File: src/load_protection_consts.vh
// Constants for the load protection monitor: codes, reset values, timing.
// Assumes a 50 MHz system clock; delays and warm-up are set in milliseconds.
`ifndef LOAD_PROTECTION_CONSTS_VH
`define LOAD_PROTECTION_CONSTS_VH

// ==========================================
// Clock and timebase
`define CLK_PERIOD_NS    20
`define TICK_PERIOD_NS   1000000
`define TICK_CYCLES      (`TICK_PERIOD_NS / `CLK_PERIOD_NS)

// ==========================================
// Beeper
`define BEEP_MS          8'h64
`define BEEP_EN_RESET    1'b1

// ==========================================
// Second display row codes
`define TRIP_CODE_NONE   2'h0
`define TRIP_CODE_OC     2'h1
`define TRIP_CODE_OP     2'h2
`define TRIP_CODE_UV     2'h3

// ==========================================
// Trip flag bit positions and warm-up timer index
`define TRIP_BIT_OC      0
`define TRIP_BIT_OP      1
`define TRIP_BIT_UV      2
`define TRIP_BIT_WARM    3

// ==========================================
// Reset values and counter ceiling
`define MEAS_RESET       16'h0000
`define COUNT_RESET      16'h0000
`define COUNT_MAX        16'hFFFF

`endif

File: src/load_protection_monitor.v
// Protection supervisor of an electronic load: overcurrent, overpower and
// undervoltage trips with latch, indicators, beeper, display and clearing.
// Assumes measurements and remote commands come from logic on clk;
// panel keys and the rear clear pin are asynchronous and are synchronised.
//
// Overview of operation
// - Overcurrent enabled and current above limit longer than delay trips.
// - Overpower enabled and power above limit longer than delay trips.
// - Undervoltage trips when voltage low after warm-up and delay elapsed.
// - Each check has its own enable; a disabled check never trips.
// - Overcurrent check has its own limit level and delay.
// - Overpower check has its own limit level and delay.
// - Warm-up period blocks undervoltage trips while the input rises.
// - Violations ending before the delay are ignored.
// - Entering protection sounds the beeper if beeper setting on, default on.
// - Entering protection lights protection and off indicators, input off.
// - While protected, first display row shows voltage and current.
// - While protected, second display row shows the tripped type.
// - Protection record stays latched until explicitly cleared.
// - A pulse on the rear clear pin clears the record.
// - Escape or enter key clears the record.
// - Remote clear command clears the record.
// - After clear, input stays off until on/off key or remote on.
`include "load_protection_consts.vh"

module load_protection_monitor #(
   parameter TICK_CYCLES = `TICK_CYCLES
) (
   input  wire        clk,
   input  wire        rst,
   // Measurements
   input  wire [15:0] measVoltage,
   input  wire [15:0] measCurrent,
   input  wire [15:0] measPower,
   // Configuration
   input  wire        ocEnable,
   input  wire [15:0] ocLevel,
   input  wire [15:0] ocDelayMs,
   input  wire        opEnable,
   input  wire [15:0] opLevel,
   input  wire [15:0] opDelayMs,
   input  wire        uvEnable,
   input  wire [15:0] uvLevel,
   input  wire [15:0] uvDelayMs,
   input  wire [15:0] uvWarmupMs,
   input  wire        beepSetOn,
   input  wire        beepSetOff,
   // Asynchronous pins
   input  wire        clearPin,
   input  wire        escKey,
   input  wire        enterKey,
   input  wire        onOffKey,
   // Remote commands
   input  wire        remoteClear,
   input  wire        remoteOutputOn,
   input  wire        remoteOutputOff,
   // Outputs
   output wire        loadOn,
   output wire        protLed,
   output wire        offLed,
   output wire        beeper,
   output wire        beepEnabled,
   output wire        dispProtShow,
   output wire [15:0] dispVoltage,
   output wire [15:0] dispCurrent,
   output wire [1:0]  dispProtCode,
   output wire        overcurrentTrip,
   output wire        overpowerTrip,
   output wire        undervoltageTrip
);

   // ==========================================
   // Declarations
   localparam [15:0] TICK_LAST = TICK_CYCLES[15:0] - 16'h0001;

   reg  [15:0] tickCnt_reg;
   reg         tick_reg;
   reg         loadOn_reg;
   reg         loadOn_next;
   reg         offLed_reg;
   reg         protActive_reg;
   reg         protActive_next;
   reg  [2:0]  tripFlags_reg;
   reg  [2:0]  tripFlags_next;
   reg  [1:0]  tripCode_reg;
   reg  [1:0]  tripCode_next;
   reg         beepEn_reg;
   reg  [7:0]  beepCnt_reg;
   reg  [7:0]  beepCnt_next;
   reg         beeper_reg;
   reg  [15:0] dispVoltage_reg;
   reg  [15:0] dispCurrent_reg;
   reg  [2:0]  newFlags;
   reg  [1:0]  newCode;

   wire [3:0]  pinRise;
   wire        clearRise;
   wire        escRise;
   wire        enterRise;
   wire        onOffRise;
   wire [3:0]  qualCond;
   wire [3:0]  qualDone;
   wire [63:0] qualDelay;
   wire        warmDone;
   wire        tripEvent;
   wire        clearReq;
   wire        enterEvent;

   // ==========================================
   // Pin synchronisers
   sync_edge #(
      .WIDTH (4)
   ) uSync (
      .clk   (clk),
      .rst   (rst),
      .pinIn ({onOffKey, enterKey, escKey, clearPin}),
      .rise  (pinRise)
   );

   assign clearRise = pinRise[0];
   assign escRise   = pinRise[1];
   assign enterRise = pinRise[2];
   assign onOffRise = pinRise[3];

   // ==========================================
   // Millisecond timebase
   // One shared prescaler; delays resolve to 1 ms, traded for small counters
   always @(posedge clk or posedge rst)
   begin
      if (rst)
      begin
         tickCnt_reg <= `COUNT_RESET;
         tick_reg    <= 1'b0;
      end
      else if (tickCnt_reg == TICK_LAST)
      begin
         tickCnt_reg <= `COUNT_RESET;
         tick_reg    <= 1'b1;
      end
      else
      begin
         tickCnt_reg <= tickCnt_reg + 16'h0001;
         tick_reg    <= 1'b0;
      end
   end

   // ==========================================
   // Limit conditions
   // Enables gate the conditions so a disabled check never counts
   assign qualCond[`TRIP_BIT_OC] = ocEnable && (measCurrent > ocLevel);
   assign qualCond[`TRIP_BIT_OP] = opEnable && (measPower > opLevel);
   assign qualCond[`TRIP_BIT_UV] = uvEnable && warmDone
                                   && (measVoltage < uvLevel);
   // Warm-up runs from the moment the input is switched on
   assign qualCond[`TRIP_BIT_WARM] = loadOn_reg;
   assign warmDone = qualDone[`TRIP_BIT_WARM];

   assign qualDelay = {uvWarmupMs, uvDelayMs, opDelayMs, ocDelayMs};

   // ==========================================
   // Qualification timers, one per check plus warm-up
   genvar q;
   generate
      for (q = 0; q < 4; q = q + 1)
      begin : gQual
         trip_qualifier uQual (
            .clk     (clk),
            .rst     (rst),
            .tick    (tick_reg),
            .cond    (qualCond[q]),
            .delay   (qualDelay[16*q+15:16*q]),
            .expired (qualDone[q])
         );
      end
   endgenerate

   // ==========================================
   // Trip detection and clear sources
   assign tripEvent = |qualDone[2:0];
   assign clearReq  = clearRise || escRise || enterRise || remoteClear;
   // A trip in the clearing cycle counts as a fresh entry
   assign enterEvent = tripEvent && (!protActive_reg || clearReq);

   // New cause, overcurrent first when several qualify together
   always @*
   begin
      newFlags = 3'h0;
      newCode  = `TRIP_CODE_NONE;
      if (qualDone[`TRIP_BIT_OC])
      begin
         newFlags[`TRIP_BIT_OC] = 1'b1;
         newCode = `TRIP_CODE_OC;
      end
      else if (qualDone[`TRIP_BIT_OP])
      begin
         newFlags[`TRIP_BIT_OP] = 1'b1;
         newCode = `TRIP_CODE_OP;
      end
      else if (qualDone[`TRIP_BIT_UV])
      begin
         newFlags[`TRIP_BIT_UV] = 1'b1;
         newCode = `TRIP_CODE_UV;
      end
   end

   // ==========================================
   // Protection record
   // Set wins over clear so a trip in the clear cycle is never lost
   always @*
   begin
      protActive_next = protActive_reg;
      tripFlags_next  = tripFlags_reg;
      tripCode_next   = tripCode_reg;
      if (enterEvent)
      begin
         protActive_next = 1'b1;
         tripFlags_next  = newFlags;
         tripCode_next   = newCode;
      end
      else if (clearReq && !tripEvent)
      begin
         protActive_next = 1'b0;
         tripFlags_next  = 3'h0;
         tripCode_next   = `TRIP_CODE_NONE;
      end
   end

   always @(posedge clk or posedge rst)
   begin
      if (rst)
      begin
         protActive_reg <= 1'b0;
         tripFlags_reg  <= 3'h0;
         tripCode_reg   <= `TRIP_CODE_NONE;
      end
      else
      begin
         protActive_reg <= protActive_next;
         tripFlags_reg  <= tripFlags_next;
         tripCode_reg   <= tripCode_next;
      end
   end

   // ==========================================
   // Load input switch
   // Re-enable is a separate action; a clear never turns the input back on
   always @*
   begin
      loadOn_next = loadOn_reg;
      if (tripEvent || protActive_reg)
         loadOn_next = 1'b0;
      else if (onOffRise)
         loadOn_next = ~loadOn_reg;
      else if (remoteOutputOn)
         loadOn_next = 1'b1;
      else if (remoteOutputOff)
         loadOn_next = 1'b0;
   end

   // Off indicator taken from the same next value, so it never lags the switch
   always @(posedge clk or posedge rst)
   begin
      if (rst)
      begin
         loadOn_reg <= 1'b0;
         offLed_reg <= 1'b1;
      end
      else
      begin
         loadOn_reg <= loadOn_next;
         offLed_reg <= ~loadOn_next;
      end
   end

   // ==========================================
   // Beeper setting and tone
   always @*
   begin
      beepCnt_next = beepCnt_reg;
      if (enterEvent && beepEn_reg)
         beepCnt_next = `BEEP_MS;
      else if (tick_reg && beepCnt_reg != 8'h00)
         beepCnt_next = beepCnt_reg - 8'h01;
   end

   always @(posedge clk or posedge rst)
   begin
      if (rst)
      begin
         beepEn_reg  <= `BEEP_EN_RESET;
         beepCnt_reg <= 8'h00;
         beeper_reg  <= 1'b0;
      end
      else
      begin
         if (beepSetOn)
            beepEn_reg <= 1'b1;
         else if (beepSetOff)
            beepEn_reg <= 1'b0;
         beepCnt_reg <= beepCnt_next;
         beeper_reg  <= (beepCnt_next != 8'h00);
      end
   end

   // ==========================================
   // Display data
   // Live readings while protected; blank otherwise
   always @(posedge clk or posedge rst)
   begin
      if (rst)
      begin
         dispVoltage_reg <= `MEAS_RESET;
         dispCurrent_reg <= `MEAS_RESET;
      end
      else if (protActive_next)
      begin
         dispVoltage_reg <= measVoltage;
         dispCurrent_reg <= measCurrent;
      end
      else
      begin
         dispVoltage_reg <= `MEAS_RESET;
         dispCurrent_reg <= `MEAS_RESET;
      end
   end

   // ==========================================
   // Outputs
   assign loadOn           = loadOn_reg;
   assign protLed          = protActive_reg;
   assign offLed           = offLed_reg;
   assign beeper           = beeper_reg;
   assign beepEnabled      = beepEn_reg;
   assign dispProtShow     = protActive_reg;
   assign dispVoltage      = dispVoltage_reg;
   assign dispCurrent      = dispCurrent_reg;
   assign dispProtCode     = tripCode_reg;
   assign overcurrentTrip  = tripFlags_reg[`TRIP_BIT_OC];
   assign overpowerTrip    = tripFlags_reg[`TRIP_BIT_OP];
   assign undervoltageTrip = tripFlags_reg[`TRIP_BIT_UV];

endmodule // load_protection_monitor

File: src/sync_edge.v
// Two-stage synchronisers with rising-edge pulses for panel and rear pins.
// Assumes the inputs are asynchronous levels held for several clocks.
`include "load_protection_consts.vh"

module sync_edge #(
   parameter WIDTH = 4
) (
   input  wire             clk,
   input  wire             rst,
   input  wire [WIDTH-1:0] pinIn,
   output wire [WIDTH-1:0] rise
);

   // ==========================================
   // Per-pin synchroniser
   genvar i;
   generate
      for (i = 0; i < WIDTH; i = i + 1)
      begin : gSync
         reg meta_reg;
         reg sync_reg;
         reg last_reg;
         reg rise_reg;
         // Only sync_reg reads meta_reg, to keep metastability contained
         always @(posedge clk or posedge rst)
         begin
            if (rst)
            begin
               meta_reg <= 1'b0;
               sync_reg <= 1'b0;
               last_reg <= 1'b0;
               rise_reg <= 1'b0;
            end
            else
            begin
               meta_reg <= pinIn[i];
               sync_reg <= meta_reg;
               last_reg <= sync_reg;
               rise_reg <= sync_reg & ~last_reg;
            end
         end
         assign rise[i] = rise_reg;
      end
   endgenerate

endmodule // sync_edge

File: src/trip_qualifier.v
// Qualification timer: a condition must hold past a delay in ms ticks.
// Assumes tick is a one-cycle pulse from the same clock domain.
`include "load_protection_consts.vh"

module trip_qualifier (
   input  wire        clk,
   input  wire        rst,
   input  wire        tick,
   input  wire        cond,
   input  wire [15:0] delay,
   output wire        expired
);

   reg [15:0] count_reg;
   reg        expired_reg;

   // ==========================================
   // Tick counter, restarted whenever the condition drops
   always @(posedge clk or posedge rst)
   begin
      if (rst)
      begin
         count_reg   <= `COUNT_RESET;
         expired_reg <= 1'b0;
      end
      else
      begin
         if (!cond)
            count_reg <= `COUNT_RESET;
         else if (tick && count_reg != `COUNT_MAX)
            count_reg <= count_reg + 16'h0001;
         // Strictly greater: a full delay has elapsed whatever the tick phase
         expired_reg <= cond && (count_reg > delay);
      end
   end

   assign expired = expired_reg;

endmodule // trip_qualifier

File: config.mk
export PLATFORM = sky130hd
export DESIGN_NAME = load_protection_monitor
export DESIGN_NICKNAME = d
export VERILOG_FILES = /design/src/load_protection_monitor.v /design/src/sync_edge.v /design/src/trip_qualifier.v
export VERILOG_INCLUDE_DIRS = /design/src /design/src/src
export SDC_FILE = /design/constraint.sdc
export NUM_CORES = 1
export LEC_CHECK = 0
export BUFFER_PORTS_ARGS = -buffer_cell sky130_fd_sc_hd__buf_2
export CORE_UTILIZATION = 55
export CTS_CLUSTER_SIZE = 28
export DETAILED_ROUTE_END_ITERATION = 8
export PLACE_DENSITY = 0.83
export SLEW_MARGIN = 20
export SYNTH_ARGS = -nofsm -noshare
export SYNTH_HDL_FRONTEND = slang
export SYNTH_SLANG_ARGS = --single-unit
export TNS_END_PERCENT = 20
File: constraint.sdc
create_clock -name clk -period 5.7 [get_ports clk]
set_input_delay 0.57 -clock clk [delete_from_list [all_inputs] [get_ports clk]]
set_output_delay 0.57 -clock clk [all_outputs]
set_load 0.02 [all_outputs]
# Word level (Yosys, flattened, before mapping)
# Cells that the tools add are included.
[classes]
n_addsub = 6
eq_ne = 9
reduce_logical = 28
bitwise = 10
order_cmp = 7
muxes = 34
[ops]
columns = ["operator", "count"]
rows = [
  ["$mux 16", 11],
  ["$gt 16x16->1", 6],
  ["$add 16x1->16 const B", 5],
  ["$ne 16x16->1 const B", 4],
  ["$eq 16x16->1 const B", 1],
  ["$logic_and 1x1->1", 16],
  ["$lt 16x16->1", 1],
  ["$mux 8", 2],
  ["$reduce_bool 8->1", 2],
  ["$mux 1", 13],
  ["$mux 2", 6],
  ["$sub 8x1->8 const B", 1],
  ["$mux 3", 2],
  ["$ne 2x2->1 const B", 3],
  ["$not 1->1", 6],
  ["$logic_or 1x1->1", 5],
  ["$and 1x1->1", 4],
  ["$reduce_bool 2->1", 2],
  ["$reduce_or 3->1", 1],
  ["$logic_not 1->1", 2],
  ["$ne 2x1->1 const B", 1],
]
[word_totals]
input_bits = 174
word_cells = 130
register_bits = 151

# Logic depth before layout (Yosys ltp)
[depth]
word_depth = 8
mapped_depth = 8
depth_no_buf = 7

# Modules after synthesis
# Synthesis repeated with hierarchy kept, for this count alone.
[hier_totals]
cells_unflattened = 1032
area_unflattened_um2 = 9696.8
[modules_own_cells]
columns = ["module", "n_inst", "seq_area_each_um2", "cells_each", "area_per_inst_um2"]
rows = [
  ["trip_qualifier", 4, 425.4, 155, 1331.3],
  ["load_protection_monitor", 1, 1679.1, 387, 3882.5],
  ["sync_edge", 1, 400.4, 25, 489.2],
]

# Worst setup path after synthesis
# OpenSTA, ideal clock, no wires.
[synth_timing]
path_kind = "input port to flip-flop"
start = "input port ocLevel[14]"
end = "register gQual[0].uQual.count_reg[0]"
cell_stages = 8
arrival_time_ns = 2.177
slack_ns = 3.404
setup_ns = 0.119
path_cell_list = "inv_1 > ha_1 > a21oi_1 > nand2_1 > a221o_1 > o311ai_2 > buf_4 > nor2_1"
[synth_between]
elab_chain_cells = 3
elab_cells_between_ends = 4
classes_between = "order compare (1); eq/ne (1); mux (1); reduce/logical (1)"
[synth_lines]
columns = ["element", "line_no", "source"]
rows = [
  ["from (decl)", "load_protection_monitor.v:37", "input wire [15:0] ocLevel,"],
  ["$gt 16x16->1 (*)", "load_protection_monitor.v:150", "assign qualCond[`TRIP_BIT_OC] = ocEnable && (measCurrent > ocLevel);"],
  ["$logic_and 1x1->1 (*)", "load_protection_monitor.v:150", ""],
  ["$ne 2x2->1 (no line) / $mux 16 (equally long branches)", "-", ""],
  ["to (signal assigned)", "trip_qualifier.v:23", "count_reg <= `COUNT_RESET;"],
  ["to (signal assigned)", "trip_qualifier.v:29", "count_reg <= `COUNT_RESET;"],
  ["to (signal assigned)", "trip_qualifier.v:31", "count_reg <= count_reg + 16'h0001;"],
  ["to (decl)", "trip_qualifier.v:14", "reg [15:0] count_reg;"],
]
# Mark *: on every way between the ends. The rest lies on a longest branch, timed or not.
# A chain may end at the register's enable or synchronous reset.

# Final worst setup path
[layout_timing]
start = "register tick_reg"
end = "register gQual[3].uQual.count_reg[15]"
[layout_between]
elab_chain_cells = 2
[layout_lines]
columns = ["element", "line_no", "source"]
rows = [
  ["from (decl)", "load_protection_monitor.v:77", "reg tick_reg;"],
  ["from (signal assigned)", "load_protection_monitor.v:133", "tick_reg <= 1'b0;"],
  ["from (signal assigned)", "load_protection_monitor.v:138", "tick_reg <= 1'b1;"],
  ["from (signal assigned)", "load_protection_monitor.v:143", "tick_reg <= 1'b0;"],
  ["$logic_and 1x1->1 (no line)", "-", ""],
  ["$ne 2x1->1 (no line)", "-", ""],
  ["to (signal assigned)", "trip_qualifier.v:23", ""],
  ["to (signal assigned)", "trip_qualifier.v:29", ""],
  ["to (signal assigned)", "trip_qualifier.v:31", ""],
  ["to (decl)", "trip_qualifier.v:14", ""],
]
# No other way between the ends.

==> results.py <==
metrics = {
    "run_status": {
        "outcome": "complete, no violations",
    },
    "critical_path": {
        "crit_chain": "nand4_1 -> o21bai_1 -> or4_1 -> a21oi_1",
        "cp.required_ps": 6050,
        "critPathLaunch": "tick_reg",
        "crit_slowest_cell": "dfrtp_1",
        "reg2reg_slack_ps": 3240,
        "start_kind": "flop",
        "path_class": "reg -> reg",
        "crit_path_max_incr_delay_ps": 990,
        "rr_startpoint": "tick_reg",
        "crit_fanout": 30,
        "endpoint_kind": "flop",
        "arrival_ps": 2810,
    },
    "global_routing": {
        "grt_busiest_layer": "met2",
        "grt_pass1_vias": 7956,
        "met1_usage": 0.309,
        "grt_use_met2": 0.461,
        "met3_usage": 0.0552,
        "overflow": 0,
        "grt_pass1_wl_mm": 36.5,
        "antenna_found_initial": 0,
        "grt_usage": 0.259,
        "grt_max_degree": 107,
    },
    "timing": {
        "min_period_ps": 2460,
        "tightest_slew_ps": 992,
        "slew_viol_final": 0,
        "finalSetupTns_ps": 0,
        "fin_crit_sh": 0.432,
        "fmax_mhz": 407,
        "setup_violations": 0,
        "rsz0062_at_grt": "false",
        "fin_skew_ps": 7.18,
        "finalHoldViolations": 0,
        "relSlewSlack": 0.339,
    },
    "final_layout": {
        "fin_cells": 1456,
        "largest_register_ffs": 64,
        "final_nets": 1515,
        "finalInstanceArea_mm2": 0.0112,
        "drive_gt1_frac": 0.219,
        "final_cell_mix": "buf_2 (216), dfrtp_1 (149), inv_1 (129)",
        "antenna_cells": 0,
        "area_growth_pct": 19.9,
        "layout_commonest_cell": "buf_2",
    },
    "flow_run": {
        "cap_violations": 0,
    },
    "floorplanning": {
        "num_rows": 47,
        "start_util": 0.564,
        "top_level_ports": 217,
        "chipWidth_um": 133,
        "die_h_um": 133,
        "core_region_area_mm2": 0.0166,
        "die_area_mm2": 0.0176,
    },
    "cts": {
        "clock_sinks": 151,
        "postCtsResizedCells": 0,
        "cts.clk_slew.worst_paths_ps": 60,
        "h-tree-depth": 4,
        "clk_path_buf_depth": 2,
        "tritoncts": "yes",
        "root_buffer": "clkbuf_16",
        "cts_setup_buffers": 0,
        "clk_latency_ps": 420,
        "cts_hold_buffers": 0,
        "cts_made_buffers": 17,
    },
    "placed_design": {
        "dp_cells": 1424,
        "io_buffer_count": 216,
        "place.gp.congestion": 0.813,
        "hpwl_mm": 16.4,
        "dpl_cell_area_mm2": 0.0107,
    },
    "routing": {
        "wl_per_cell_um": 14.8,
        "viasPerCell": 5.48,
        "drt_iter0_drc": 647,
        "dr.pass1.iters": 4,
        "ant_nets": 0,
        "vias": 7982,
        "drc_errors": 0,
        "finalWirelength_mm": 21.6,
    },
    "logic_synthesis": {
        "async_flop_share": 1.00,
        "synth_nets": 1296,
        "synth-seq-cells": 151,
        "synth_edf_count": 0,
        "yosysWarningCount": 0,
        "synth_area_mm2": 0.00938,
        "syn_inst": 1004,
        "synth_cell_types": 68,
        "seq_area_frac_synth": 0.403,
        "synth_flop_cell": "dfrtp_1",
        "syn_avg_cell_area_um2": 9.34,
    },
    "power": {
        "ir_drop_mv": 0.266,
        "powerDensity_mw_per_mm2": 216,
        "p_leak_nw": 5.85,
        "power_mw": 2.43,
    },
    "min_path": {
        "min_from": "onOffKey",
        "worstHoldPathType": "in -> reg",
    },
}
per-stage QoR:
stage          utilization  setup WS (ps)  hold slack, ps
3_3_place_gp         0.640           3090             336
6_report             0.676           3240             245
3_5_place_dp         0.640           3040             337
4_1_cts              0.676           3300             237
5_1_grt              0.676           3090             236
2_1_floorplan            -           1070             331
metal layers:
layer	part of all wire	wire length [µm]
met1	0.42	9170
met2	0.50	10900
met3	0.047	1010
met4	0.024	526
met5	0	0
layout make-up:
cell class | instances | area, µm²
multi-input cells | 702 | 4990
fillers | 1338 | 5400
well taps | 220 | 275
repair buffers | 221 | 1120
clock inverters | 14 | 159
inverters | 130 | 493
clock buffers | 18 | 429
flip-flops and latches | 151 | 3780
worst max-delay path, delay by kind of cell, from the launching register on:
family,cells,cell delay (ps)
and+or+nand+nor,2,810
DFF,1,990
AOI/OAI and AO/OA,2,570
report_power, final:
part / leakage [nW] / total [mW] / internal (mW) / switching, mW
Clock: 0.281 / 1.13 / 0.683 / 0.443
Sequential: 2.03 / 1.09 / 1.08 / 0.00568
Combinational: 3.53 / 0.222 / 0.101 / 0.121
Total: 5.85 / 2.43 / 1.86 / 0.570
synth_stat cells, drive strengths merged (3+ instances only):
cell type / instances / share of area
a211oi: 6 / 0.0061
a21o: 11 / 0.0088
a21oi: 68 / 0.036
a221o: 3 / 0.0032
a221oi: 4 / 0.0037
and2: 4 / 0.0027
and3: 11 / 0.0073
and4: 10 / 0.0096
buf: 11 / 0.0069
clkbuf: 10 / 0.0061
dfrtp: 149 / 0.40
ha: 118 / 0.16
inv: 130 / 0.052
mux2i: 5 / 0.0053
nand2: 61 / 0.024
nand2b: 4 / 0.0027
nand3: 39 / 0.021
nand4: 39 / 0.026
nor2: 78 / 0.031
nor2b: 43 / 0.029
nor3: 27 / 0.014
nor3b: 8 / 0.0069
nor4: 8 / 0.0076
o211ai: 12 / 0.010
o21a: 6 / 0.0048
o21ai: 27 / 0.014
o31ai: 7 / 0.0061
or3: 11 / 0.0073
or4: 7 / 0.0056
xnor2: 35 / 0.033
xor2: 21 / 0.020
path summary, 6_finish.rpt:
path,end,cells past startpoint
max,gQual[3].uQual.count_reg[15],4
min,uSync.gSync[3].meta_reg,1
max reg2reg,gQual[3].uQual.count_reg[15],4
min reg2reg,uSync.gSync[0].sync_reg,0
max in group asynchronous,gQual[0].uQual.count_reg[8],3
min in group asynchronous,gQual[1].uQual.count_reg[10],2
cells by family (layout without fill, tap and decap cells):
family,count (synthesis),in the layout,synth area share
XOR/XNOR,56,56,0.0523
flip-flops,151,151,0.403
buffers and inverters,151,383,0.0651
adder cells (fa/ha/maj),118,118,0.157
AO/OA/AOI/OAI,164,164,0.113
AND/OR/NAND/NOR,359,359,0.204
multiplexers,5,5,0.00534
Note: power is estimated with default switching activity, not from simulation.
